File: src/iirg_pkg.sv
/*
 Constants for the interrupt request gating block of a two-wire and clocked serial interface.
 Assumes an APB slave with a 32-bit data bus and an external transfer engine that owns the flags.
*/
// Summary of operation
// - Transmit empty request is high while the transmit empty flag and its enable are set.
// - Transmit end flag is set at the ninth clock rise if transmit empty is one.
// - Transmit end request drops once the end flag or its enable is cleared.
// - Receive full request rises when received data loads and the full flag sets.
// - Overrun error request in clocked format is gated by the receive enable.
// - Receive full request drops once the full flag or its enable is cleared.
// - Bit counter holds the bits to send, reads remaining, returns to zero after frame.
package iirg_pkg;
   localparam logic [11:0] IIRG_ENABLE_OFFSET = 12'h000;
   localparam logic [11:0] IIRG_FLAGS_OFFSET = 12'h004;
   localparam logic [11:0] IIRG_COUNT_OFFSET = 12'h008;
   localparam int IIRG_TX_EMPTY_EN_BIT = 7;
   localparam int IIRG_TX_END_EN_BIT = 6;
   localparam int IIRG_RX_FULL_EN_BIT = 5;
   localparam int IIRG_TX_EMPTY_FLAG_BIT = 7;
   localparam int IIRG_TX_END_FLAG_BIT = 6;
   localparam int IIRG_RX_FULL_FLAG_BIT = 5;
   localparam int IIRG_OVERRUN_FLAG_BIT = 4;
   localparam int IIRG_SYNC_MODE_BIT = 8;
   localparam logic [7:0] IIRG_ENABLE_RESET = 8'h00;
   localparam logic [2:0] IIRG_COUNT_ZERO = 3'h0;
   localparam logic [3:0] IIRG_NINTH_CLOCK = 4'h9;
   localparam logic [31:0] IIRG_READ_ZERO = 32'h00000000;
endpackage

File: src/iirg_gating.sv
/*
 Interrupt request gating: enable register over APB, flag inputs from the transfer engine,
 four level request outputs and a bit counter field.
 Assumes the engine gives one-cycle pulses for serial clock rise, data load, frame end and overrun.
*/
`timescale 1ns/1ps
`default_nettype none
module iirg_gating
   import iirg_pkg::*;
(
   input wire logic sys_clk,
   input wire logic rst,
   input wire logic psel,
   input wire logic penable,
   input wire logic pwrite,
   input wire logic [11:0] paddr,
   input wire logic [31:0] pwdata,
   output logic [31:0] prdata,
   output logic pready,
   output logic pslverr,
   input wire logic txEmptySet,
   input wire logic txEmptyClear,
   input wire logic sclRise,
   input wire logic rxLoad,
   input wire logic rxRead,
   input wire logic overrunSet,
   input wire logic bitDone,
   input wire logic frameEnd,
   input wire logic syncMode,
   output logic tx_empty_request,
   output logic tx_end_request,
   output logic rx_full_request,
   output logic error_request,
   output logic [2:0] bitCount
);
   logic [7:0] enable_reg, enable_next;
   logic txEmpty_reg, txEnd_reg, rxFull_reg, overrun_reg;
   logic [3:0] clkCount_reg;
   logic [2:0] count_reg, count_next;
   logic [31:0] rdata_next;
   logic txEmptyReq_next, txEndReq_next, rxFullReq_next, errReq_next;

   wire logic access = psel && penable;
   // Writes land only on the edge that completes the transfer
   wire logic xferDone = access && pready;
   wire logic wrEn = xferDone && pwrite && paddr == IIRG_ENABLE_OFFSET;
   wire logic wrFlags = xferDone && pwrite && paddr == IIRG_FLAGS_OFFSET;
   wire logic wrCount = xferDone && pwrite && paddr == IIRG_COUNT_OFFSET;
   wire logic hitEn = paddr == IIRG_ENABLE_OFFSET;
   wire logic hitFlags = paddr == IIRG_FLAGS_OFFSET;
   wire logic hitCount = paddr == IIRG_COUNT_OFFSET;
   wire logic mapped = hitEn || hitFlags || hitCount;
   wire logic txEmptyEn = enable_reg[IIRG_TX_EMPTY_EN_BIT];
   wire logic txEndEn = enable_reg[IIRG_TX_END_EN_BIT];
   wire logic rxFullEn = enable_reg[IIRG_RX_FULL_EN_BIT];
   // Enables as they will stand, so a request never lags its enable by a cycle
   wire logic txEmptyEnNext = enable_next[IIRG_TX_EMPTY_EN_BIT];
   wire logic txEndEnNext = enable_next[IIRG_TX_END_EN_BIT];
   wire logic rxFullEnNext = enable_next[IIRG_RX_FULL_EN_BIT];
   wire logic ninthRise = sclRise && clkCount_reg == IIRG_NINTH_CLOCK - 4'h1;
   // Software clears a flag by writing zero; a hardware set in the same cycle wins
   wire logic clrTxEnd = wrFlags && !pwdata[IIRG_TX_END_FLAG_BIT];
   wire logic clrRxFull = wrFlags && !pwdata[IIRG_RX_FULL_FLAG_BIT];
   wire logic clrOverrun = wrFlags && !pwdata[IIRG_OVERRUN_FLAG_BIT];
   wire logic setTxEnd = ninthRise && txEmpty_reg;

   assign enable_next = wrEn ? pwdata[7:0] : enable_reg;
   assign count_next = wrCount ? pwdata[2:0] :
      frameEnd ? IIRG_COUNT_ZERO :
      (bitDone && count_reg != IIRG_COUNT_ZERO) ? count_reg - 3'h1 : count_reg;
   // Requests reflect the flags as they will stand, so the output flop is the only delay
   assign txEmptyReq_next = (txEmptySet || (txEmpty_reg && !txEmptyClear)) && txEmptyEnNext;
   assign txEndReq_next = (setTxEnd || (txEnd_reg && !clrTxEnd)) && txEndEnNext;
   assign rxFullReq_next = (rxLoad || (rxFull_reg && !(clrRxFull || rxRead))) && rxFullEnNext;
   assign errReq_next = syncMode && rxFullEnNext && (overrunSet || (overrun_reg && !clrOverrun));
   assign rdata_next = !access ? IIRG_READ_ZERO :
      hitEn ? {24'h000000, enable_reg} :
      hitFlags ? {23'h000000, syncMode, txEmpty_reg, txEnd_reg, rxFull_reg, overrun_reg, 4'h0} :
      hitCount ? {29'h00000000, count_reg} : IIRG_READ_ZERO;

   always_ff @(posedge sys_clk or posedge rst) begin
      if (rst) begin
         enable_reg <= IIRG_ENABLE_RESET;
         count_reg <= IIRG_COUNT_ZERO;
      end else begin
         enable_reg <= enable_next;
         count_reg <= count_next;
      end
   end

   always_ff @(posedge sys_clk or posedge rst) begin
      if (rst) begin
         txEmpty_reg <= 1'b0;
         txEnd_reg <= 1'b0;
         rxFull_reg <= 1'b0;
         overrun_reg <= 1'b0;
      end else begin
         txEmpty_reg <= txEmptySet || (txEmpty_reg && !txEmptyClear);
         txEnd_reg <= setTxEnd || (txEnd_reg && !clrTxEnd);
         rxFull_reg <= rxLoad || (rxFull_reg && !(clrRxFull || rxRead));
         overrun_reg <= overrunSet || (overrun_reg && !clrOverrun);
      end
   end

   // Serial clock rises counted within a frame to locate the ninth
   always_ff @(posedge sys_clk or posedge rst) begin
      if (rst) begin
         clkCount_reg <= 4'h0;
      end else if (frameEnd) begin
         clkCount_reg <= 4'h0;
      end else if (sclRise && clkCount_reg != IIRG_NINTH_CLOCK) begin
         clkCount_reg <= clkCount_reg + 4'h1;
      end
   end

   always_ff @(posedge sys_clk or posedge rst) begin
      if (rst) begin
         tx_empty_request <= 1'b0;
         tx_end_request <= 1'b0;
         rx_full_request <= 1'b0;
         error_request <= 1'b0;
         bitCount <= IIRG_COUNT_ZERO;
         prdata <= IIRG_READ_ZERO;
         pready <= 1'b0;
         pslverr <= 1'b0;
      end else begin
         tx_empty_request <= txEmptyReq_next;
         tx_end_request <= txEndReq_next;
         rx_full_request <= rxFullReq_next;
         error_request <= errReq_next;
         bitCount <= count_next;
         prdata <= rdata_next;
         pready <= access && !pready;
         pslverr <= access && !pready && !mapped;
      end
   end

   // Registered answer: one wait state, pready high in the second access cycle
   wire logic rdyDone = access && pready;

   tx_empty_gate_a: assert property (@(posedge sys_clk) disable iff (rst)
      tx_empty_request == (txEmpty_reg && txEmptyEn))
      else $error("tx empty request not equal to flag and enable");
   tx_end_set_a: assert property (@(posedge sys_clk) disable iff (rst)
      setTxEnd && txEndEn && !wrEn |=> tx_end_request)
      else $error("tx end request missing after ninth clock");
   tx_end_drop_a: assert property (@(posedge sys_clk) disable iff (rst)
      !txEnd_reg || !txEndEn |-> !tx_end_request)
      else $error("tx end request without flag and enable");
   rx_full_set_a: assert property (@(posedge sys_clk) disable iff (rst)
      rxLoad && rxFullEn && !wrEn |=> rx_full_request && rxFull_reg)
      else $error("rx full request missing after load");
   error_gate_a: assert property (@(posedge sys_clk) disable iff (rst)
      error_request |-> rxFullEn && overrun_reg && $past(syncMode))
      else $error("error request while not enabled");
   rx_full_drop_a: assert property (@(posedge sys_clk) disable iff (rst)
      !rxFull_reg || !rxFullEn |-> !rx_full_request)
      else $error("rx full request without flag and enable");
   count_zero_a: assert property (@(posedge sys_clk) disable iff (rst)
      frameEnd && !wrCount |=> count_reg == IIRG_COUNT_ZERO && bitCount == IIRG_COUNT_ZERO)
      else $error("bit counter not zero after frame");
   rx_full_level_a: assert property (@(posedge sys_clk) disable iff (rst)
      rx_full_request == (rxFull_reg && rxFullEn))
      else $error("rx full request latched beyond flag");
   apb_answer_a: assert property (@(posedge sys_clk) disable iff (rst)
      psel && !penable ##1 access |-> ##1 pready)
      else $error("apb answer late");

   tx_end_seen_c: cover property (@(posedge sys_clk) disable iff (rst) $rose(tx_end_request));
   rx_full_seen_c: cover property (@(posedge sys_clk) disable iff (rst) $rose(rx_full_request));
   error_seen_c: cover property (@(posedge sys_clk) disable iff (rst) $rose(error_request));
   apb_done_c: cover property (@(posedge sys_clk) disable iff (rst) rdyDone && pwrite);
endmodule // iirg_gating
`default_nettype wire

File: config.mk
export PLATFORM = sky130hd
export DESIGN_NAME = iirg_gating
export DESIGN_NICKNAME = d
export VERILOG_FILES = /design/src/iirg_pkg.sv /design/src/iirg_gating.sv
export SDC_FILE = /design/constraint.sdc
export NUM_CORES = 1
export LEC_CHECK = 0
export BUFFER_PORTS_ARGS = -buffer_cell sky130_fd_sc_hd__clkbuf_2
export CORE_ASPECT_RATIO = 0.5
export CORE_MARGIN = 2
export CORE_UTILIZATION = 48
export CTS_CLUSTER_SIZE = 40
export DETAILED_ROUTE_END_ITERATION = 10
export PLACE_DENSITY = 0.95
export SETUP_SLACK_MARGIN = 0.3
export SYNTH_ARGS = -nofsm -noshare
export SYNTH_HDL_FRONTEND = slang
export SYNTH_SLANG_ARGS = --single-unit
File: constraint.sdc
create_clock -name sys_clk -period 3.6 [get_ports sys_clk]
set_input_delay 0.18 -clock sys_clk [delete_from_list [all_inputs] [get_ports sys_clk]]
set_output_delay 0.18 -clock sys_clk [all_outputs]
set_load 0.1 [all_outputs]
==> results by group, run 1 <==
Outcome
  – Run status: finished clean

Clock network
  – Worst skew pair latency: 0.29 ns
  – Clk pin slew, worst setup/hold paths: 0.07 ns
  – Setup Buffers After CTS: 0
  – Maximum buffer depth of the clock tree: 2
  – CTS Sinks: 34
  – Total CTS buffers: 5
  – CTS tree: done
  – Htree depth: 2
  – CTS hold repair buffers: 1
  – Clk root buf: clkbuf_8
  – Post-cts resize count: 0

GRT
  – Pin count of the biggest net entering global routing: 35
  – Busiest grt layer: met2
  – GRT Total Usage: 18.7%
  – Total grt overflow: 0
  – Global-route met1 utilization: 18.7%
  – First-pass GRT wire length: 5.92 mm
  – Antenna violations before repair: 0
  – Routing usage on met3: 6.46%
  – Number of global-route vias before repair: 1,328
  – Met2 Track Usage GR: 36.4%

Yosys
  – Top cell type's share of synthesized area: 46.5%
  – Synth area leader: dfrtp_1
  – Post-synth EDFFs: 0
  – Mapped Avg Cell Area: 11.1 um2
  – Register area share after synthesis: 46.5%
  – Register bit total from synthesis: 34
  – Ys flop type: dfrtp_1
  – Async S/R FF share, synth: 100%
  – Post-Synthesis Cells: 165
  – Distinct cells, synth: 41
  – Synth top area cells: dfrtp_1 47%, buf_4 9.4%, mux2_4 4.9%
  – Post-Syn Area: 0.00183 mm2
  – Synth warnings: 0

STA
  – RSZ-0062 raised after global routing: no
  – Final Cycle Share: 43.4%
  – Setup Viol. Count Final: 0
  – Final Worst Setup Slack: 2.04 ns
  – Max Slew Vio Count: 0
  – Crit path time final: 1.56 ns
  – Clk_skew: 0.00542 ns
  – Fmax: 640 MHz
  – Hold Fails Final Rpt: 0
  – Worst-Margin Slew: 0.555 ns
  – Slew margin rel.: 63.2%
  – TNS Setup: 0 ns

Final layout
  – FILL cells: 283
  – Footprint of the multi-input gates: 833 um2
  – Register area: 851 um2
  – Fraction of layout cells with a size suffix above 1: 32.4%
  – Largest register FFs: 9
  – Final Instance Count excl. Fillers: 273
  – ANT cells: 0
  – Final #Nets: 284
  – Area grow syn2layout: 16.9%

Floorplan
  – Row cnt: 15
  – Die ar.: 0.00435 mm2
  – Die height: 47.7 um
  – Die Width: 91.3 um
  – Core footprint: 0.00355 mm2
  – Starting density of the core: 51.6%
  – Top Ports: 99

Place
  – # port buffers: 51
  – Post-DP HPWL: 2.90 mm
  – Place WS: 1.95 ns
  – Global placer's final weighted congestion: 0.848
  – Placed insts: 264

Worst setup path
  – Required @ worst endpoint: 3.76 ns
  – CP Max Fanout: 10
  – Reg2Reg Setup Slack: 2.04 ns
  – Highest cell delay on the worst timing path: 0.40 ns
  – R2R Path Start: pready
  – Buf/Inv on CP: 0
  – CP Capture Type: register
  – Worst path slowest cell: dfrtp_1
  – CP Launch Point: pready
  – R2r endpoint: tx_end_request
  – CP startpoint kind: register
  – CP top delay family: simple AND/OR/NAND/NOR gates
  – Worst setup endpoint: tx_end_request
  – WS Path Type: reg2reg
  – Critical path data arrival time: 1.72 ns
  – Reg2reg path depth: 4
  – WP depth: 4
  – Crit path cell chain: and3b_1, nand4_2, o31ai_1, a2bb2oi_1

Hold path
  – Hold path start: txEmptySet
  – Hold WC Path Type: in2reg

Route
  – DR WL/cell: 13.9 um
  – DRC: 0
  – First-pass iteration count of the detailed router: 4
  – DR vias/cell: 5.01
  – DRC marker count from the first detailed-route iteration: 54
  – Final wirelength: 3.78 mm
  – Vias: 1,369
  – Detail Route Antenna Nets: 0

Job
  – Reported max-cap violation count: 0

Power
  – Pwr Total: 1.04 mW
  – PwrDens: 485 mW/mm2
  – Worst ir drop on vdd: 0.196 mV
  – Leakage: 1.13 nW
==> synth_stat cells, types with 2 or more instances <==
library cell / n
a21oi_1: 5
mux2i_1: 8
xor2_1: 2
buf_4: 23
o21bai_1: 2
nor4_4: 2
nand2b_1: 3
mux2_4: 6
a21o_1: 2
o31ai_1: 3
or3_1: 3
nand4_1: 3
mux2_2: 2
dfrtp_1: 34
nor3b_1: 2
nor2_1: 15
inv_1: 7
nand3_1: 6
ha_1: 5
a2bb2oi_1: 2
o21ai_0: 3
nand2_1: 7
nor3_1: 2
==> layer usage <==
layer	wire length, um	vias to the layer above
li1	-	640
met1	1410	661
met2	2000	58
met3	271	10
met4	97	0
met5	0	-
==> kinds of logic (layout without fill, tap and decap cells) <==
| logic type | count (synthesis) | count (layout) | share of synthesized area, % |
|---|---|---|---|
| and+or+nand+nor | 51 | 51 | 17.0 |
| DFF | 34 | 34 | 46.5 |
| buffers and inverters | 33 | 68 | 12.4 |
| AOI/OAI and AO/OA | 21 | 21 | 7.87 |
| muxes | 17 | 17 | 11.1 |
| adders and majority gates | 5 | 5 | 3.42 |
| xor gates and xnor gates | 3 | 3 | 1.44 |
| other | 1 | 23 | 0.205 |
==> through the flow <==
step	util [%]	cell area (um2)	hold WS, ns
after floorplan	-	1910	0.243
after global placement	57.4	2040	0.263
after detailed placement	57.4	2040	0.270
after CTS	60.3	2140	0.0819
after global routing	60.3	2140	0.105
final	60.3	2140	0.0863
==> layout make-up <==
cell class	instances	area share [%]
clock buffer	7	4.04
clock inverter	1	0.234
inverter	7	1.23
multi-input combinational	120	39.0
sequential	34	39.8
tap	51	2.98
timing repair buffer	53	12.8
==> cell usage in the layout, fill, tap and decap left out, drive strengths merged <==
cell type / n
a21boi: 1
a21o: 2
a21oi: 5
a2bb2oi: 2
a311oi: 1
and2: 1
and3: 2
and3b: 1
and4: 1
buf: 1
clkbuf: 58
clkinv: 1
conb: 23
dfrtp: 34
dlygate4sd3: 1
ha: 5
inv: 7
mux2: 9
mux2i: 8
nand2: 7
nand2b: 3
nand3: 6
nand3b: 1
nand4: 4
nor2: 15
nor3: 2
nor3b: 2
nor4: 2
nor4bb: 1
o21ai: 3
o21bai: 2
o221ai: 1
o22a: 1
o31ai: 3
or3: 3
xnor2: 1
xor2: 2
==> how the worst min path moves through the flow <==
stage,to,slack [ns],depth (start not counted)
finish,txEmpty_reg,0.09,2
CTS,txEmpty_reg,0.08,2
global route,txEmpty_reg,0.10,2
detailed placement,prdata[2],0.27,3
global placement,clkCount_reg[1],0.26,3
floorplan,clkCount_reg[1],0.24,1
==> power by group <==
group	internal, mW	total (mW)	leakage (nW)	switching, mW
Clock	0.154	0.288	0.0482	0.134
Combinational	0.0677	0.336	0.623	0.269
Sequential	0.397	0.413	0.460	0.0153
(Power assumes the default switching activity.)
==> inputs of run 2 (changes only) <==
- CORE_UTILIZATION: 48 -> 44
- PLACE_DENSITY: 0.95 -> 0.91
- clock period: 3.6 -> 1.5 ns (I/O delays scaled with it)
==> run 2 against run 1 <==
Cell count is 8.1% higher. Cell area up 18%. Maximum frequency grew 4.7%. Sequential share of layout area shrank 5.6 points. Critical endpoint is now txEnd_reg. Non-clock buffer count up 18. Critical path type unchanged. Wire length rose by 32%. Power grew to 2.7 times the previous value. Sequential cell count unchanged. Combinational power rose to 3.1 times the previous value. Critical path depth is 1 higher. First-iteration DRC count rose by 1.9%. Largest power group is now combinational cells.
==> results by group, run 2 (same netlist as run 1, synthesis figures left out) <==
Outcome
  – Run status: finished clean

Final layout
  – Final #Nets: 303 (+6.7%)
  – Fraction of layout cells with a size suffix above 1: 52.3% (+20 points)
  – Register area: 863 um2 (+1.5%)
  – Most common cell after layout, fill and taps aside: clkbuf_2
  – Most frequent cells in the layout: 47 x clkbuf_2, 30 x dfrtp_1, 23 x conb_1
  – ANT cells: 0 (unchanged)
  – Footprint of the multi-input gates: 0.00103 mm2 (+24%)
  – Final core utilization: 64.1% (+3.8 points)
  – Area grow syn2layout: 38.2%
  – Largest register FFs: 9 (unchanged)
  – Final Instance Count excl. Fillers: 295 (+8.1%)
  – FILL cells: 269 (-4.9%)

Clock network
  – Clk root buf: clkbuf_8
  – Maximum buffer depth of the clock tree: 2 (unchanged)
  – Worst skew pair latency: 0.28 ns (about the same)
  – Htree depth: 2 (unchanged)
  – Clk pin slew, worst setup/hold paths: 0.07 ns (about the same)
  – CTS tree: done
  – CTS Sinks: 34 (unchanged)
  – Total CTS buffers: 5 (unchanged)

Route
  – DR vias/cell: 5.19 (+3.4%)
  – First-pass iteration count of the detailed router: 4 (unchanged)
  – Detail Route Antenna Nets: 0 (unchanged)
  – DRC marker count from the first detailed-route iteration: 55 (+1.9%)
  – Vias: 1,530 (+12%)
  – DR WL/cell: 16.9 um (+22%)
  – Final wirelength: 4.98 mm (+32%)
  – DRC: 0 (unchanged)

STA
  – Clk_skew: 0.00658 ns (+0.00116 ns)
  – Fin Hold WS: 0.0245 ns (-0.0618 ns)
  – Slew margin rel.: 55.3% (-7.8 points)
  – Hold Fails Final Rpt: 0 (unchanged)
  – Final Worst Setup Slack: 0.00707 ns (-2.03 ns)
  – Setup Viol. Count Final: 0 (unchanged)
  – Final Cycle Share: 99.5% (+56 points)
  – TNS Setup: 0 ns (unchanged)
  – Crit path time final: 1.49 ns (-0.0707 ns)
  – Fmax: 670 MHz (+4.7%)
  – RSZ-0062 raised after global routing: yes
  – Max Slew Vio Count: 0 (unchanged)
  – Worst-Margin Slew: 0.661 ns (+0.105 ns)

Place
  – Placed insts: 271 (+2.7%)
  – Post-DP HPWL: 2.87 mm (-0.90%)
  – Place WS: 0.0203 ns (-1.93 ns)
  – Global placer's final weighted congestion: 0.772 (-8.9%)
  – # port buffers: 51 (unchanged)

Job
  – Reported max-cap violation count: 0 (unchanged)

GRT
  – Pin count of the biggest net entering global routing: 35 (unchanged)
  – Total grt overflow: 0 (unchanged)
  – First-pass GRT wire length: 6.65 mm (+12%)
  – Antenna violations before repair: 0 (unchanged)
  – Number of global-route vias before repair: 1,420 (+6.9%)
  – GRT Total Usage: 19.2% (+0.51 points)

Worst setup path
  – Critical path data arrival time: 1.64 ns (-0.08 ns)
  – Worst path slowest cell: dfrtp_4
  – CP startpoint kind: register
  – Crit path cell chain: and3b_2, buf_6, nand4_4, o31ai_2, nand2b_1
  – CP Max Fanout: 5 (-5)
  – CP Launch Point: pready
  – R2R Path Start: pready
  – WS Path Type: reg2reg
  – R2r endpoint: txEnd_reg
  – CP Capture Type: register
  – Worst setup endpoint: txEnd_reg
  – Reg2Reg Setup Slack: 0.007 ns (-2.03 ns)
  – Highest cell delay on the worst timing path: 0.43 ns (+0.03 ns)
  – Reg2reg path depth: 5 (+1)
  – Required @ worst endpoint: 1.65 ns (-2.11 ns)

Hold path
  – Hold WC Path Type: in2reg

Floorplan
  – Die Width: 95.2 um (+4.2%)
  – Core footprint: 0.00394 mm2 (+11%)
  – Row cnt: 16 (+1)
  – Die height: 49.6 um (+4.1%)
  – Starting density of the core: 46.4% (-5.2 points)
  – Die ar.: 0.00472 mm2 (+8.5%)
  – Top Ports: 99 (unchanged)

Power
  – PwrDens: 1090 mW/mm2 (+120%)
  – Leakage: 1.27 nW (+13%)
  – Worst ir drop on vdd: 0.547 mV (+180%)
run 2: cell count changes in the layout (fill, tap and decap cells not counted), moves of 4 or more:
cell      delta
a21oi_1      -4
dfrtp_1      -4
buf_4       +16
clkbuf_2     -4
a21oi_2      +4
run 2: worst min path at each step:
stage	from	depth (start not counted)	endpoint	slack [ns]
after floorplan	frameEnd	1	clkCount_reg[1]	0.14
after global placement	rst	3	prdata[7]	0.16
after detailed placement	rst	3	prdata[6]	0.16
after CTS	txEmptySet	2	txEmpty_reg	0.0003
after global routing	syncMode	3	prdata[8]	0.03
final	syncMode	3	prdata[8]	0.02
run 2: where the power goes:
group	internal, mW	switching [mW]	leakage (nW)	total, mW
Sequential	0.968	0.0478	0.453	1.02
Combinational	0.310	0.740	0.774	1.05
Clock	0.370	0.316	0.0482	0.686
run 2: routing by layer:
| layer | track usage (%) | part of all wire [%] | vias up |
|---|---|---|---|
| met4 | 10.6 | 2.7 | 0 |
| met2 | 34.5 | 51 | 95 |
| li1 | - | - | 682 |
| met5 | 0 | 0 | - |
| met1 | 21.0 | 39 | 739 |
| met3 | 4.43 | 7.2 | 14 |
run 2: repair_timing:
action                                  in CTS  in global routing
gates resized for setup                     21                 17
endpoints found under the hold margin       34                  1
hold buffers                                 1                  1
buffers inserted                             7                  6
cloned                                       1                  0
endpoints found under the setup margin      24                 30
pin swaps                                   10                  8
run 2: critical path, delay by kind of cell, from the launching register on:
kind / cells / cell delay [ns]
and+or+nand+nor: 3 / 0.51
DFF: 1 / 0.43
AOI/OAI and AO/OA: 1 / 0.30
buffers and inverters: 1 / 0.12
run 2: final cells by class:
type                       count  area share (%)
multi-input combinational    121            40.8
sequential                    34            34.1
timing repair buffer          71            17.5
clock buffer                   7            3.41
tap                           54            2.67
inverter                       7            1.34
clock inverter                 1           0.198
run 2: metrics by stage:
step / instance area, um2 / power [mW]
floorplan: 1970 / 1.82
global placement: 2130 / 1.90
global route: 2530 / 2.86
finish: 2530 / 2.75
detailed placement: 2130 / 1.94
CTS: 2400 / 2.71
==> inputs of run 3 (changes only) <==
- CORE_UTILIZATION: 44 -> 46
- CTS_BUF_LIST: not set -> sky130_fd_sc_hd__clkbuf_8
- PLACE_DENSITY: 0.91 -> 0.94
- RECOVER_POWER: not set -> 50
==> run 3 against run 2 <==
The flow now finishes with violations (setup timing). Sequential share of layout area up 0.051 points. Clock skew up 0.0011 ns. Sequential cell count unchanged. Clock-buffer cell count down 1. Via count up 3.1%. Register-to-register slack worse by 0.02 ns. Maximum frequency down 1.1%. Critical path depth unchanged. Clock power up 4.1%. Hold slack worse by 0.020 ns. Combinational power up 8%. Power up 3.6%. Largest power group unchanged.
==> results by group, run 3 (same netlist as run 1, synthesis figures left out) <==
Power
  – Sequential power share: 35.4% (-1.5 points)
  – Comb pwr share: 39.5% (+1.3 points)
  – Leakage: 1.28 nW (+0.65%)
  – Psw: 1.18 mW (+6.7%)
  – Clock share of power: 25.1% (+0.2 points)
  – Switching part of the total: 41.3% (+1.2 points)
  – Pwr Total: 2.85 mW (+3.6%)
  – Internal power: 1.67 mW (+1.5%)
  – Worst ir drop on vdd: 0.541 mV (-1.1%)
  – PwrDens: 1130 mW/mm2 (+3.7%)

Route
  – First-pass iteration count of the detailed router: 4 (unchanged)
  – Final wirelength: 5.05 mm (+1.4%)
  – DR vias/cell: 5.31 (+2.4%)
  – Vias: 1,577 (+3.1%)
  – DRC: 0 (unchanged)
  – DRC marker count from the first detailed-route iteration: 79 (+44%)
  – Detail Route Antenna Nets: 0 (unchanged)
  – DR WL/cell: 17.0 um (+0.72%)

GRT
  – Antenna violations before repair: 0 (unchanged)
  – Number of global-route vias before repair: 1,433 (+0.92%)
  – GRT Total Usage: 19.9% (+0.69 points)
  – First-pass GRT wire length: 6.87 mm (+3.3%)
  – Pin count of the biggest net entering global routing: 35 (unchanged)
  – Total grt overflow: 0 (unchanged)

Outcome
  – Failing checks: setup timing
  – Run status: complete, but fails checks

STA
  – Max Slew Vio Count: 0 (unchanged)
  – Hold Fails Final Rpt: 0 (unchanged)
  – Fmax: 663 MHz (-1.1%)
  – TNS Setup: -0.00942 ns (-0.00942 ns)
  – Final Cycle Share: 101% (+1.1 points)
  – Crit path time final: 1.51 ns (+0.0165 ns)
  – Final Worst Setup Slack: -0.00942 ns (-0.0165 ns)
  – RSZ-0062 raised after global routing: yes
  – Setup Viol. Count Final: 1 (+1)
  – Clk_skew: 0.00772 ns (+0.00114 ns)
  – Slew margin rel.: 44.1% (-11 points)
  – Worst-Margin Slew: 0.838 ns (+0.178 ns)

Hold path
  – Hold WC Path Type: in2reg

Place
  – Place WS: -0.0262 ns (-0.0465 ns)
  – Post-DP HPWL: 2.79 mm (-2.9%)
  – Global placer's final weighted congestion: 0.772 (about the same)
  – # port buffers: 51 (unchanged)
  – Placement Cell Area: 0.00213 mm2 (unchanged)

Final layout
  – Final core utilization: 65.3% (+1.2 points)
  – Area grow syn2layout: 38.0%
  – FILL cells: 262 (-2.6%)
  – Most frequent cells in the layout: 47 x clkbuf_2, 30 x dfrtp_1, 23 x conb_1
  – Fraction of layout cells with a size suffix above 1: 50.6% (-1.7 points)
  – Most common cell after layout, fill and taps aside: clkbuf_2
  – Largest register FFs: 9 (unchanged)
  – Final instance area: 0.00252 mm2 (-0.15%)
  – ANT cells: 0 (unchanged)
  – Final #Nets: 305 (+0.66%)

Clock network
  – CTS Sinks: 34 (unchanged)
  – Htree depth: 2 (unchanged)
  – Total CTS buffers: 5 (unchanged)
  – Maximum buffer depth of the clock tree: 2 (unchanged)
  – CTS tree: done
  – Clk pin slew, worst setup/hold paths: 0.07 ns (about the same)
  – Clk root buf: clkbuf_8
  – Worst skew pair latency: 0.30 ns (+0.02 ns)

Floorplan
  – Row cnt: 16 (unchanged)
  – Starting density of the core: 47.3% (+0.96 points)
  – Top Ports: 99 (unchanged)
  – Die height: 48.6 um (-2.0%)
  – Core footprint: 0.00386 mm2 (-2.0%)
  – Die ar.: 0.00453 mm2 (-4.1%)
  – Die Width: 93.2 um (-2.1%)

Worst setup path
  – CP startpoint kind: register
  – CP Capture Type: register
  – CP Max Fanout: 5 (unchanged)
  – CP top delay family: flip-flops
  – Crit path cell chain: and3b_2, buf_4, nand4_4, o21ai_0, a2bb2oi_1
  – Critical path data arrival time: 1.68 ns (+0.04 ns)
  – Buf/Inv on CP: 1 (unchanged)
  – WS Path Type: reg2reg
  – Worst path slowest cell: dfrtp_4
  – Highest cell delay on the worst timing path: 0.43 ns (about the same)
  – Required @ worst endpoint: 1.67 ns (+0.02 ns)

Job
  – Reported max-cap violation count: 0 (unchanged)
-- run 3: changes by cell type in the layout (fill, tap and decap cells not counted), sizes merged --
cell | previous run | this run
buf | 18 | 19
inv | 7 | 8
-- run 3: path summary, 6_finish.rpt --
check / start / to / slack (ns) / depth (start not counted)
max in group asynchronous: rst / pready / 0.33 / 4
worst min-delay path: syncMode / prdata[8] / 0.004 / 3
worst max-delay path: pready / tx_end_request / -0.009 / 5
worst min register to register: enable_reg[3] / enable_reg[3] / 0.52 / 1
min in group asynchronous: rst / prdata[2] / 0.56 / 4
worst max register to register: pready / tx_end_request / -0.009 / 5
-- run 3: layer usage --
layer  up-vias  wire length [um]  global-route usage, %
li1        689                 -                      -
met1       753              2060                   25.7
met2       114              2300                   31.6
met3        21               529                   5.61
met4         0               162                   8.82
met5         -                 0                      0
-- run 3: cell type report --
class	instances	area [um2]	share of cell area [%]
tap	54	67.6	2.68
sequential	34	863	34.2
timing repair buffer	73	445	17.6
clock inverter	2	8.76	0.347
clock buffer	6	82.6	3.27
inverter	7	31.3	1.24
multi-input combinational	121	1030	40.6
-- run 3: worst register-to-register path: stages, from the launching register on --
cell       delay, ns
dfrtp_4         0.43
and3b_2         0.25
buf_4           0.15
nand4_4         0.14
o21ai_0         0.28
a2bb2oi_1       0.13
-- run 3: power by group through the flow --
stage | Sequential [mW] | Clock (mW) | Combinational [mW]
after floorplan | 1.23 | 0 | 0.598
after global placement | 1.03 | 0 | 0.875
after detailed placement | 1.03 | 0 | 0.901
after CTS | 1.01 | 0.698 | 0.989
after global routing | 1.01 | 0.753 | 1.17
final | 1.01 | 0.714 | 1.13
-- run 3: per-stage QoR --
stage | hold WS, ns | std cells
after floorplan | 0.138 | 187
after global placement | 0.157 | 271
after detailed placement | 0.169 | 271
after CTS | 0.0109 | 286
after global routing | 0.0160 | 297
final | 0.00442 | 297
-- run 3: what timing repair did --
| item | in CTS | in global routing |
|---|---|---|
| endpoints found under the setup margin | 23 | 26 |
| cloned | 0 | 1 |
| endpoints found under the hold margin | 35 | 0 |
| pin swaps | 8 | 14 |
| gates resized for setup | 15 | 27 |
| buffers inserted | 5 | 10 |
| hold buffers | 2 | 0 |
